`src/design/cmos_map.svh`:
```
// Register offsets, field positions and reset values for the margin offset select block.
`ifndef CMOS_MAP_SVH
`define CMOS_MAP_SVH
`define CMOS_MARGIN_CONTROL_ADDR 8'h56
`define CMOS_STEP1_HIGH_ADDR 8'h58
`define CMOS_STEP1_LOW_ADDR 8'h59
`define CMOS_STEP2_HIGH_ADDR 8'h5A
`define CMOS_STEP2_LOW_ADDR 8'h5B
`define CMOS_STEP3_HIGH_ADDR 8'h5C
`define CMOS_STEP8_LOW_ADDR 8'h67
`define CMOS_SW_HIGH_ADDR 8'h68
`define CMOS_SW_LOW_ADDR 8'h69
`define CMOS_READBACK_MSB 6
`define CMOS_READBACK_LSB 4
`define CMOS_OPTION_MSB 3
`define CMOS_OPTION_LSB 2
`define CMOS_OPTION_RESET 2'h0
`define CMOS_NOMINAL_CODE 3'h3
`define CMOS_STEP1_RESET 10'h0DE
`define CMOS_STEP2_RESET 10'h118
`define CMOS_STEP3_RESET 10'h14B
`define CMOS_NOMINAL_OFFSET_STEP_RESET 10'h186
`define CMOS_STEP5_RESET 10'h1BE
`define CMOS_STEP6_RESET 10'h1FE
`define CMOS_STEP7_RESET 10'h247
`define CMOS_STEP8_RESET 10'h29E
`define CMOS_SW_RESET 10'h000
`endif

```
`src/design/cmos_pkg.sv`:
```
// Types shared by the margin offset select block.
package cmos_pkg;
    typedef enum logic [1:0] {
        CMOS_OPT_PIN_GATED = 2'h0,
        CMOS_OPT_PIN_ONLY = 2'h1,
        CMOS_OPT_SOFTWARE = 2'h2,
        CMOS_OPT_UNUSED = 2'h3
    } cmos_option_t;
    typedef logic [9:0] cmos_offset_t;
endpackage

```
`src/design/cmos_sel_if.sv`:
```
// Interface carrying the offset selection request and result between the bank and the selector.
`timescale 1ns/1ps
`default_nettype none
interface cmos_sel_if;
    cmos_pkg::cmos_option_t option;
    logic enable_low;
    logic [2:0] step_code;
    cmos_pkg::cmos_offset_t step_table [8];
    cmos_pkg::cmos_offset_t sw_offset;
    cmos_pkg::cmos_offset_t selected;
    modport bank (output option, output enable_low, output step_code, output step_table, output sw_offset,
        input selected);
    modport sel (input option, input enable_low, input step_code, input step_table, input sw_offset,
        output selected);
endinterface
`default_nettype wire

```
`src/design/cmos_margin_bank.sv`:
```
// Register bank and pin front end for crystal frequency margin offset selection.
//
// Contract
// - Bits 6 to 4 of margin control read back the synchronised level-select pin and cannot be written.
// - Readback codes 0..7 mean steps one to eight, with code 3 the nominal zero-offset step four.
// - With option 0 and the enable pin low, the level pin picks one of the eight step offsets.
// - With option 0 and the enable pin high, the step-four offset is applied for nominal loading.
// - With option 1 the level pin picks the step offset and the enable pin is ignored.
// - With option 2 the offset comes from the software offset register pair.
// - The option field sits at bits 3 to 2 of margin control and resets to 0.
// - Each step offset is 10 bits, upper two in bits 1..0 of a high byte, lower eight in the next byte.
// - Step one resets to upper bits 0 and lower byte DE, both writable.
// - Step two upper bits reset to 1 and are writable, with bits 7..2 reserved as zero.
//
// The strobed register port was chosen for this implementation.
`include "cmos_map.svh"
`timescale 1ns/1ps
`default_nettype none
module cmos_margin_bank #(
    parameter int STEPS = 8
) (
    // Clock and reset.
    input wire logic sys_clk,
    input wire logic resetn,
    // Register port.
    input wire logic [7:0] reg_addr,
    input wire logic [7:0] reg_wdata,
    input wire logic reg_wr,
    input wire logic reg_rd,
    output logic [7:0] reg_rdata,
    // Board pins.
    input wire logic margin_enable_pin,
    input wire logic [2:0] margin_level_pin,
    // Crystal load adjustment.
    output logic [9:0] xo_load_offset
);
    ////////////////////////////////////////////////////////////////////////////
    // Pin synchronisers.

    logic [2:0] level_meta_r;
    logic [2:0] level_sync_r;
    logic enable_meta_r;
    logic enable_sync_r;
    logic [2:0] level_meta_nxt;
    logic [2:0] level_sync_nxt;
    logic enable_meta_nxt;
    logic enable_sync_nxt;

    // Two stages keep board pin metastability away from the mux and readback.
    always_comb begin
        level_meta_nxt = margin_level_pin;
        level_sync_nxt = level_meta_r;
        enable_meta_nxt = margin_enable_pin;
        enable_sync_nxt = enable_meta_r;
    end

    // Synchroniser flops; the enable pin idles high meaning nominal.
    always_ff @(posedge sys_clk or negedge resetn) begin
        if (!resetn) begin
            level_meta_r <= `CMOS_NOMINAL_CODE;
            level_sync_r <= `CMOS_NOMINAL_CODE;
            enable_meta_r <= 1'b1;
            enable_sync_r <= 1'b1;
        end else begin
            level_meta_r <= level_meta_nxt;
            level_sync_r <= level_sync_nxt;
            enable_meta_r <= enable_meta_nxt;
            enable_sync_r <= enable_sync_nxt;
        end
    end

    ////////////////////////////////////////////////////////////////////////////
    // Register storage.

    cmos_pkg::cmos_option_t option_r;
    cmos_pkg::cmos_option_t option_nxt;
    cmos_pkg::cmos_offset_t step_r [STEPS];
    cmos_pkg::cmos_offset_t step_nxt [STEPS];
    cmos_pkg::cmos_offset_t sw_r;
    cmos_pkg::cmos_offset_t sw_nxt;
    logic [7:0] rdata_r;
    logic [7:0] rdata_nxt;
    cmos_pkg::cmos_offset_t load_r;

    // Merges a byte write into one half of a 10-bit offset.
    function automatic cmos_pkg::cmos_offset_t merge_byte(input cmos_pkg::cmos_offset_t cur,
                                                        input logic low_half, input logic [7:0] data);
        if (low_half) begin
            merge_byte = {cur[9:8], data};
        end else begin
            merge_byte = {data[1:0], cur[7:0]};
        end
    endfunction

    // Reads one half of a 10-bit offset as a byte; reserved bits read zero.
    function automatic logic [7:0] split_byte(input cmos_pkg::cmos_offset_t cur, input logic low_half);
        split_byte = low_half ? cur[7:0] : {6'h00, cur[9:8]};
    endfunction

    // Offsets 0x58..0x67 hold step pairs; even address is the high byte.
    logic step_hit;
    logic [2:0] step_idx;
    logic [7:0] step_rel;
    always_comb begin
        step_rel = reg_addr - `CMOS_STEP1_HIGH_ADDR;
        step_hit = (reg_addr >= `CMOS_STEP1_HIGH_ADDR) && (reg_addr <= `CMOS_STEP8_LOW_ADDR);
        step_idx = step_rel[3:1];
    end

    // Next-state for writes and registered read data; unmapped reads return zero.
    always_comb begin
        option_nxt = option_r;
        sw_nxt = sw_r;
        rdata_nxt = rdata_r;
        for (int i = 0; i < STEPS; i++) begin
            step_nxt[i] = step_r[i];
        end
        if (reg_wr) begin
            if (reg_addr == `CMOS_MARGIN_CONTROL_ADDR) begin
                // Readback bits are ignored on write.
                option_nxt = cmos_pkg::cmos_option_t'(reg_wdata[`CMOS_OPTION_MSB:`CMOS_OPTION_LSB]);
            end else if (step_hit) begin
                step_nxt[step_idx] = merge_byte(step_r[step_idx], step_rel[0], reg_wdata);
            end else if (reg_addr == `CMOS_SW_HIGH_ADDR || reg_addr == `CMOS_SW_LOW_ADDR) begin
                sw_nxt = merge_byte(sw_r, reg_addr[0], reg_wdata);
            end
        end
        if (reg_rd) begin
            rdata_nxt = 8'h00;
            if (reg_addr == `CMOS_MARGIN_CONTROL_ADDR) begin
                rdata_nxt[`CMOS_READBACK_MSB:`CMOS_READBACK_LSB] = level_sync_r;
                rdata_nxt[`CMOS_OPTION_MSB:`CMOS_OPTION_LSB] = option_r;
            end else if (step_hit) begin
                rdata_nxt = split_byte(step_r[step_idx], step_rel[0]);
            end else if (reg_addr == `CMOS_SW_HIGH_ADDR || reg_addr == `CMOS_SW_LOW_ADDR) begin
                rdata_nxt = split_byte(sw_r, reg_addr[0]);
            end
        end
    end

    // Reset values stand in for the configuration-store restore.
    always_ff @(posedge sys_clk or negedge resetn) begin
        if (!resetn) begin
            option_r <= cmos_pkg::cmos_option_t'(`CMOS_OPTION_RESET);
            sw_r <= `CMOS_SW_RESET;
            rdata_r <= 8'h00;
            step_r[0] <= `CMOS_STEP1_RESET;
            step_r[1] <= `CMOS_STEP2_RESET;
            step_r[2] <= `CMOS_STEP3_RESET;
            step_r[3] <= `CMOS_NOMINAL_OFFSET_STEP_RESET;
            step_r[4] <= `CMOS_STEP5_RESET;
            step_r[5] <= `CMOS_STEP6_RESET;
            step_r[6] <= `CMOS_STEP7_RESET;
            step_r[7] <= `CMOS_STEP8_RESET;
        end else begin
            option_r <= option_nxt;
            sw_r <= sw_nxt;
            rdata_r <= rdata_nxt;
            for (int i = 0; i < STEPS; i++) begin
                step_r[i] <= step_nxt[i];
            end
        end
    end

    ////////////////////////////////////////////////////////////////////////////
    // Offset selection.

    cmos_sel_if sel_bus ();

    // Feed the selector from synchronised pins and stored tables.
    always_comb begin
        sel_bus.option = option_r;
        sel_bus.enable_low = !enable_sync_r;
        sel_bus.step_code = level_sync_r;
        sel_bus.sw_offset = sw_r;
        for (int i = 0; i < 8; i++) begin
            sel_bus.step_table[i] = step_r[i];
        end
    end

    cmos_offset_mux u_mux (
        .sel(sel_bus.sel)
    );

    // Registering the mux output costs a cycle but gives a glitch-free load code.
    always_ff @(posedge sys_clk or negedge resetn) begin
        if (!resetn) begin
            load_r <= `CMOS_STEP1_RESET;
        end else begin
            load_r <= sel_bus.selected;
        end
    end

    assign reg_rdata = rdata_r;
    assign xo_load_offset = load_r;

    ////////////////////////////////////////////////////////////////////////////
    // Assertions.

    a_pin_gated_step: assert property (@(posedge sys_clk) disable iff (!resetn)
        (option_r == cmos_pkg::CMOS_OPT_PIN_GATED && !enable_sync_r) |=> load_r == $past(step_r[level_sync_r]))
        else $error("gated mode did not follow level pin");
    a_nominal_when_high: assert property (@(posedge sys_clk) disable iff (!resetn)
        (option_r == cmos_pkg::CMOS_OPT_PIN_GATED && enable_sync_r) |=> load_r == $past(step_r[3]))
        else $error("nominal step not applied");
    a_pin_only_step: assert property (@(posedge sys_clk) disable iff (!resetn)
        (option_r == cmos_pkg::CMOS_OPT_PIN_ONLY) |=> load_r == $past(step_r[level_sync_r]))
        else $error("pin-only mode wrong offset");
    a_software_offset: assert property (@(posedge sys_clk) disable iff (!resetn)
        (option_r == cmos_pkg::CMOS_OPT_SOFTWARE) |=> load_r == $past(sw_r))
        else $error("software offset not applied");
    a_readback_level: assert property (@(posedge sys_clk) disable iff (!resetn)
        (reg_rd && reg_addr == `CMOS_MARGIN_CONTROL_ADDR) |=> reg_rdata[6:4] == $past(level_sync_r))
        else $error("step readback mismatch");
    a_option_write: assert property (@(posedge sys_clk) disable iff (!resetn)
        (reg_wr && reg_addr == `CMOS_MARGIN_CONTROL_ADDR) |=> option_r == $past(reg_wdata[3:2]))
        else $error("option field not written");
    a_step_high_write: assert property (@(posedge sys_clk) disable iff (!resetn)
        (reg_wr && reg_addr == `CMOS_STEP2_HIGH_ADDR) |=> step_r[1][9:8] == $past(reg_wdata[1:0]))
        else $error("high byte write wrong");
    a_reserved_zero: assert property (@(posedge sys_clk) disable iff (!resetn)
        (reg_rd && reg_addr == `CMOS_STEP2_HIGH_ADDR) |=> reg_rdata[7:2] == 6'h00)
        else $error("reserved bits not zero");

    // The top bit and the low pair of margin control are reserved and must read zero.
    a_control_reserved: assert property (@(posedge sys_clk) disable iff (!resetn)
        (reg_rd && reg_addr == `CMOS_MARGIN_CONTROL_ADDR) |=> (reg_rdata[7] == 1'b0 && reg_rdata[1:0] == 2'h0))
        else $error("control reserved bits not zero");

    // A write to margin control must never disturb the software offset.
    a_control_write_only: assert property (@(posedge sys_clk) disable iff (!resetn)
        (reg_wr && reg_addr == `CMOS_MARGIN_CONTROL_ADDR) |=> sw_r == $past(sw_r))
        else $error("control write leaked into offsets");

    // The low byte of step one reads back exactly what is stored.
    a_low_byte_read: assert property (@(posedge sys_clk) disable iff (!resetn)
        (reg_rd && reg_addr == `CMOS_STEP1_LOW_ADDR) |=> reg_rdata == $past(step_r[0][7:0]))
        else $error("low byte read wrong");

    // The high byte of step one reads back its upper pair with zeros above.
    a_high_byte_read: assert property (@(posedge sys_clk) disable iff (!resetn)
        (reg_rd && reg_addr == `CMOS_STEP1_HIGH_ADDR) |=> reg_rdata == {6'h00, $past(step_r[0][9:8])})
        else $error("high byte read wrong");

    // A write to the step one low byte lands in the lower eight bits only.
    a_step1_low_write: assert property (@(posedge sys_clk) disable iff (!resetn)
        (reg_wr && reg_addr == `CMOS_STEP1_LOW_ADDR) |=> step_r[0] == {$past(step_r[0][9:8]), $past(reg_wdata)})
        else $error("step one low write wrong");

    // A write to the software low byte lands in the software offset.
    a_sw_low_write: assert property (@(posedge sys_clk) disable iff (!resetn)
        (reg_wr && reg_addr == `CMOS_SW_LOW_ADDR) |=> sw_r[7:0] == $past(reg_wdata))
        else $error("software low write wrong");

    // The undefined option code keeps the crystal at nominal loading.
    a_fallback_nominal: assert property (@(posedge sys_clk) disable iff (!resetn)
        (option_r == cmos_pkg::CMOS_OPT_UNUSED) |=> load_r == $past(step_r[`CMOS_NOMINAL_CODE]))
        else $error("undefined option not nominal");

    // Unmapped addresses read as zero, so software sees no stale data there.
    a_unmapped_zero: assert property (@(posedge sys_clk) disable iff (!resetn)
        (reg_rd && reg_addr == 8'h57) |=> reg_rdata == 8'h00)
        else $error("unmapped read not zero");
    c_gated_mode: cover property (@(posedge sys_clk) disable iff (!resetn)
        option_r == cmos_pkg::CMOS_OPT_PIN_GATED && !enable_sync_r);
    c_software_mode: cover property (@(posedge sys_clk) disable iff (!resetn)
        option_r == cmos_pkg::CMOS_OPT_SOFTWARE);
    c_readback: cover property (@(posedge sys_clk) disable iff (!resetn)
        reg_rd && reg_addr == `CMOS_MARGIN_CONTROL_ADDR);
    c_pin_only_mode: cover property (@(posedge sys_clk) disable iff (!resetn)
        option_r == cmos_pkg::CMOS_OPT_PIN_ONLY && enable_sync_r);
    c_fallback_mode: cover property (@(posedge sys_clk) disable iff (!resetn)
        option_r == cmos_pkg::CMOS_OPT_UNUSED);
endmodule
`default_nettype wire

```
`src/design/cmos_offset_mux.sv`:
```
// Combinational selector that picks the crystal offset from option, pins and tables.
`include "cmos_map.svh"
`timescale 1ns/1ps
`default_nettype none
module cmos_offset_mux (
    // Selection request and result.
    cmos_sel_if.sel sel
);
    // Option 0 gates on the enable pin, option 1 follows the level pin, option 2 uses software.
    always_comb begin
        unique case (sel.option)
            cmos_pkg::CMOS_OPT_PIN_GATED: begin
                sel.selected = sel.enable_low ? sel.step_table[sel.step_code]
                                              : sel.step_table[`CMOS_NOMINAL_CODE];
            end
            cmos_pkg::CMOS_OPT_PIN_ONLY: begin
                sel.selected = sel.step_table[sel.step_code];
            end
            cmos_pkg::CMOS_OPT_SOFTWARE: begin
                sel.selected = sel.sw_offset;
            end
            default: begin
                // Code 3 is undefined; fall back to nominal loading so the crystal stays centred.
                sel.selected = sel.step_table[`CMOS_NOMINAL_CODE];
            end
        endcase
    end
endmodule
`default_nettype wire

```
`config.mk`:
```
export PLATFORM = sky130hd
export DESIGN_NAME = cmos_margin_bank
export DESIGN_NICKNAME = d
export VERILOG_FILES = /design/src/design/cmos_pkg.sv /design/src/design/cmos_sel_if.sv /design/src/design/cmos_margin_bank.sv /design/src/design/cmos_offset_mux.sv
export VERILOG_INCLUDE_DIRS = /design/src /design/src/design
export SDC_FILE = /design/constraint.sdc
export NUM_CORES = 1
export LEC_CHECK = 0
export ABC_CLOCK_PERIOD_IN_PS = 2000
export BUFFER_PORTS_ARGS = -buffer_cell sky130_fd_sc_hd__buf_4
export CORE_MARGIN = 4
export CORE_UTILIZATION = 39
export DETAILED_ROUTE_END_ITERATION = 12
export PLACE_DENSITY_LB_ADDON = 0.15
export SETUP_SLACK_MARGIN = 0.02
export SLEW_MARGIN = 25
export SYNTH_ARGS = -nofsm -noshare
export SYNTH_HDL_FRONTEND = slang
export SYNTH_HIERARCHICAL = 1
export SYNTH_SLANG_ARGS = --single-unit
```
`constraint.sdc`:
```
create_clock -name sys_clk -period 2 [get_ports sys_clk]
set_input_delay 0.1 -clock sys_clk [delete_from_list [all_inputs] [get_ports sys_clk]]
set_output_delay 0.1 -clock sys_clk [all_outputs]
set_load 0.03 [all_outputs]
```
== Word level (Yosys, flattened, before mapping) ==
Cells that the tools add are included.
Word-level totals
  bits in registers: 118
  input bits: 24
  output and inout bits: 18
Cells by class
  add/sub/neg operators: 1
  $lt $le $gt $ge: 5
  equality and inequality tests: 5
  muxes and demuxes: 22
  bitwise gates (word level): 5
  reductions and logical operators: 8
Operators by type and width (number)
  two-way mux 10 bit: 10
  bitwise mux 80 bit: 1
  binary-select mux 10 bit (select 3 bit): 2
  two-way mux 8 bit: 4
  demux 10 bit (select 3 bit): 1
  one-hot mux 10 bit (3 select lines): 1
  == test 8 x 7 -> 1 bit, second input constant: 3
  AND reduction 5 bit: 2
  >= comparator 4 bit, second input constant: 2
  >= comparator 8 x 7 -> 1 bit, second input constant: 1
  less-or-equal comparator 8 x 7 -> 1 bit, second input constant: 1
  NOT 3 -> 4 bit: 2
  two-way mux 5 bit: 1
  less-than comparator 4 x 1 -> 1 bit, second input constant: 1
  subtractor 4 bit, second input constant: 1
  NOT 1 bit: 3
  AND reduction 3 bit: 1
  == test 2 x 1 -> 1 bit, second input constant: 1
  == test 2 bit, second input constant: 1
  logical AND 1 bit: 2
  logical NOT 2 bit: 1
  two-way mux 2 bit: 1
  AND reduction 2 bit: 1
  logical OR 1 bit: 1
  two-way mux 1 bit: 1

== Longest topological paths before layout ==
  depth in word-level cells: 10
  mapped depth: 8
  mapped depth without buffers: 5

== Cells and area by module ==
The synthesis kept the hierarchy.
Modules (own cells, without submodules)
  cmos_margin_bank: times used 1, cells each 484, area each 5305.1 sq um
  cmos_offset_mux: times used 1, cells each 105, area each 964.7 sq um

== Worst setup path before layout ==
OpenSTA, ideal clock, no wires.
  path kind: flip-flop to flip-flop
  from: register step_r (netlist bit sel_bus.step_table[45])
  to: register rdata_r[5] (netlist: reg_rdata[5])
  data arrival time: 1565 ps
  path slack: 311 ps
  stages on the path, launching flop included: 5
  buffers on the path: 0
  clock period less this slack: 1689 ps
  cell sequence: dfrtp_1 mux4_2 a222oi_1 o2bb2ai_1 a211o_1
On the way
  longest elaborated chain between the ends: 6
Ends and longest elaborated chain
  from (decl): RTL line cmos_margin_bank.sv:77  | cmos_pkg::cmos_offset_t step_r [STEPS];
  from (signal, indexed assignment): RTL line cmos_margin_bank.sv:160  | step_r[i] <= step_nxt[i];
  binary-select mux 10 bit (select 3 bit): RTL line cmos_margin_bank.sv:134  | rdata_nxt = split_byte(step_r[step_idx], step_rel[0]);
  two-way mux 10 bit (not written as such) (2 in series): RTL line cmos_margin_bank.sv:134
  two-way mux 8 bit: RTL line cmos_margin_bank.sv:97  | split_byte = low_half ? cur[7:0] : {6'h00, cur[9:8]};
  two-way mux 8 bit: RTL line cmos_margin_bank.sv:133  | end else if (step_hit) begin
  two-way mux 5 bit: RTL line cmos_margin_bank.sv:130  | if (reg_addr == `CMOS_MARGIN_CONTROL_ADDR) begin
  to (signal assigned): RTL line cmos_margin_bank.sv:158  | rdata_r <= rdata_nxt;
  to (decl): RTL line cmos_margin_bank.sv:81  | logic [7:0] rdata_r;
Every way passes these cells. The select of a mux whose other input is x is not followed.
A chain may end at the register's enable or synchronous reset.

== Worst setup path after layout ==
  from: register step_r (netlist bit sel_bus.step_table[44])
  to: register step_r (netlist bit sel_bus.step_table[44])
On the way
  longest elaborated chain between the ends: 8
Ends and longest elaborated chain
  binary-select mux 10 bit (select 3 bit): RTL line cmos_margin_bank.sv:123  | step_nxt[step_idx] = merge_byte(step_r[step_idx], step_rel[0], reg_wdata);
  two-way mux 10 bit (not written as such) (2 in series): RTL line cmos_margin_bank.sv:123
  two-way mux 10 bit: RTL line cmos_margin_bank.sv:88  | if (low_half) begin
  two-way mux 10 bit: RTL line cmos_margin_bank.sv:122  | end else if (step_hit) begin
  two-way mux 10 bit: RTL line cmos_margin_bank.sv:119  | if (reg_addr == `CMOS_MARGIN_CONTROL_ADDR) begin
  two-way mux 10 bit: RTL line cmos_margin_bank.sv:118  | if (reg_wr) begin
  bitwise mux 80 bit *: RTL line cmos_margin_bank.sv:123
Every way passes the cells marked *; elsewhere a longest branch is shown, timed or not. The select of a mux whose other input is x is not followed.

==> reports/results.txt <==
Worst-path clk slew: 0.06 ns
Synthesized Nets: 613
Worst setup EP type: flip-flop
# diodes: 0
Total power: 0.00694 W
Pins Over Slew Limit: 0
Outcome: finished clean
Post-Syn Area per Cell: 10.6 um^2
Maximum vdd ir drop: 0.583 mV
Sequential area share after synthesis: 0.482
Routed WL: 19800 um
Die Wd: 135 um
Gr usage total: 0.228
Final Critical Period: 1.91 ns
Ys async rst share: 1.00
Grt ovf: 0
Num rows: 46
WP data required: 2.30 ns
Routed length per placed instance: 21.8 um
Port bufs: 41
EDFF count, synth: 0
Leading area contributor after synthesis: dfrtp_1
Post-synthesis cell type count: 63
Most frequent cells in the layout: 90 x nand2_1, 88 x buf_4, 67 x o21ai_0, 62 x dfrtp_1, 56 x dfstp_2
Dominant synthesized flop cell: dfrtp_1
RSZ-0062 raised after global routing: yes
Initial antenna violation count: 0
Worst Path Max Fanout: 8
IO Pins: 42
DIE HEIGHT: 135 um
Pin count of the biggest net entering global routing: 119
Via-to-Cell Ratio: 5.65
Pwr dens: 883 mW/mm^2
Count of final setup violators: 0
Synth area leaders: dfrtp_1 25%, dfstp_2 23%, mux2_2 7.4%
CTS tree: done
Drt pass-1 iters: 7
Routed vias: 5138
FMAX: 523 MHz
Area grow syn2layout: 25.4%
Leak pwr: 3.41 nW
Starting density of the core: 0.396
Clk_lat worst skew: 0.43 ns
Number of synthesized register bits: 118
Hold Violations, Final: 0
Synth Cell Area: 0.00627 mm^2
Period utilization: 0.956
Startpoint types: flip-flop
RePlAce Congestion: 0.914
Clock sink total: 118
Hold Crit Class: input port to flip-flop
Nets@finish: 704
MaxCap Viol Count: 0
CTS root buf: clkbuf_16
Commonest non-fill, non-tap cell in the layout: nand2_1
First-pass GRT wire length: 31000 um
Iteration-0 DRC Markers: 364
Max Root-Sink Buffers: 2
Post-Route Skew: 0.00620 ns
Synth top area share: 0.247
Critical path class: flip-flop to flip-flop
Routed Antenna Nets: 0
Setup TNS: 0 ns
Cells after synthesis: 589
Post-DP HPWL: 13700 um
CORE AREA: 0.0158 mm^2
Worst-Margin Slew: 0.821 ns
Total CTS buffers: 17
Die area: 0.0182 mm^2
H-tree depth: 4
Syn. warnings: 6
Share of layout cells above drive strength 1: 0.349
DRC violations left: 0
CP Data Arrival Time: 2.22 ns
Number of global-route vias before repair: 5253
Relative slew slack: 0.449
[power breakdown]
group | switching, W | internal, W
registers | 0.000146 | 0.00262
logic | 0.000513 | 0.000391
clock network | 0.00119 | 0.00209
total | 0.00184 | 0.00510
[cells in the mapped netlist, drive strengths merged (7+ instances only)]
cell	count
clkbuf	10
nand2b	9
a21oi	13
nor3	9
buf	25
mux2	54
and3	7
mux2i	36
o22ai	19
nor2	14
dfstp	56
nand2	92
o21ai	81
dfrtp	62
inv	10
[repair_timing]
| item | 4_1_cts | 5_1_grt |
|---|---|---|
| buffers inserted | 0 | 5 |
| endpoints found under the hold margin | 80 | 0 |
| gates resized for setup | 0 | 2 |
| setup endpoints to repair | 0 | 15 |
| hold buffers | 14 | 0 |
[sequential cells by signal (all words and copies together) (netlist names), 2 cells and up]
signal / count
level_meta_r: 3
level_sync_r: 3
option_r: 2
xo_load_offset: 10
sel_bus.sw_offset: 10
reg_rdata: 8
sel_bus.step_table: 80
[critical path, stage by stage, from the launching register on]
cell      delay, ns
dfrtp_1        0.40
mux4_2         0.47
a222oi_1       0.48
nand2_1        0.17
o21ai_4        0.14
o21ai_0        0.12
[per-layer routing]
layer  GRT usage  vias up  share of wire
met1       0.317     2568           0.46
li1            -     2357              -
met4      0.0933        0          0.030
met5           0        -              0
met3      0.0510       47          0.048
met2       0.345      166           0.46
[path summary, 6_finish.rpt]
kind                                                     from                                  to  slack (ns)  cells after the start
setup reg to reg           sel_bus.step_table[44]$_DFFE_PN0P_  sel_bus.step_table[44]$_DFFE_PN0P_        0.09                      5
max in group asynchronous                              resetn  sel_bus.step_table[13]$_DFFE_PN0P_        1.20                      3
hold reg to reg                     level_meta_r[2]$_DFF_PN0_           level_sync_r[2]$_DFF_PN0_        0.35                      0
min in group asynchronous                              resetn   sel_bus.step_table[0]$_DFFE_PN0P_        0.30                      3
hold / removal                                         reg_wr    sel_bus.sw_offset[8]$_DFFE_PN0P_        0.11                      3
setup / recovery           sel_bus.step_table[44]$_DFFE_PN0P_  sel_bus.step_table[44]$_DFFE_PN0P_        0.09                      5
[layout make-up]
type                            count  area, um^2
Sequential cell                   118        3020
Clock inverter                     15         205
Inverter                           10        37.5
Fill cell                        1437        7970
Multi-Input combinational cell    426        3000
Timing Repair Buffer              107         901
Tap cell                          216         270
Clock buffer                       17         425
[per-stage QoR]
step                hold slack [ns]   util  setup slack, ns  cell area [um^2]  cells
finish                        0.106  0.497           0.0877              7860    909
global placement              0.208  0.445           0.0665              7040    858
floorplan                    -0.196      -            0.311              6270    589
global route                  0.119  0.497           0.0108              7860    909
CTS                          0.0947  0.494           0.0813              7820    904
detailed placement            0.209  0.445         -0.00643              7040    858
[cells by family after synthesis]
kind of cell,Yosys count,share of synthesized area
mux,96,0.176
simple gates,161,0.127
compound gates,169,0.174
buf+inv,45,0.0409
flops,118,0.482
Note: power is estimated with default switching activity, not from simulation.
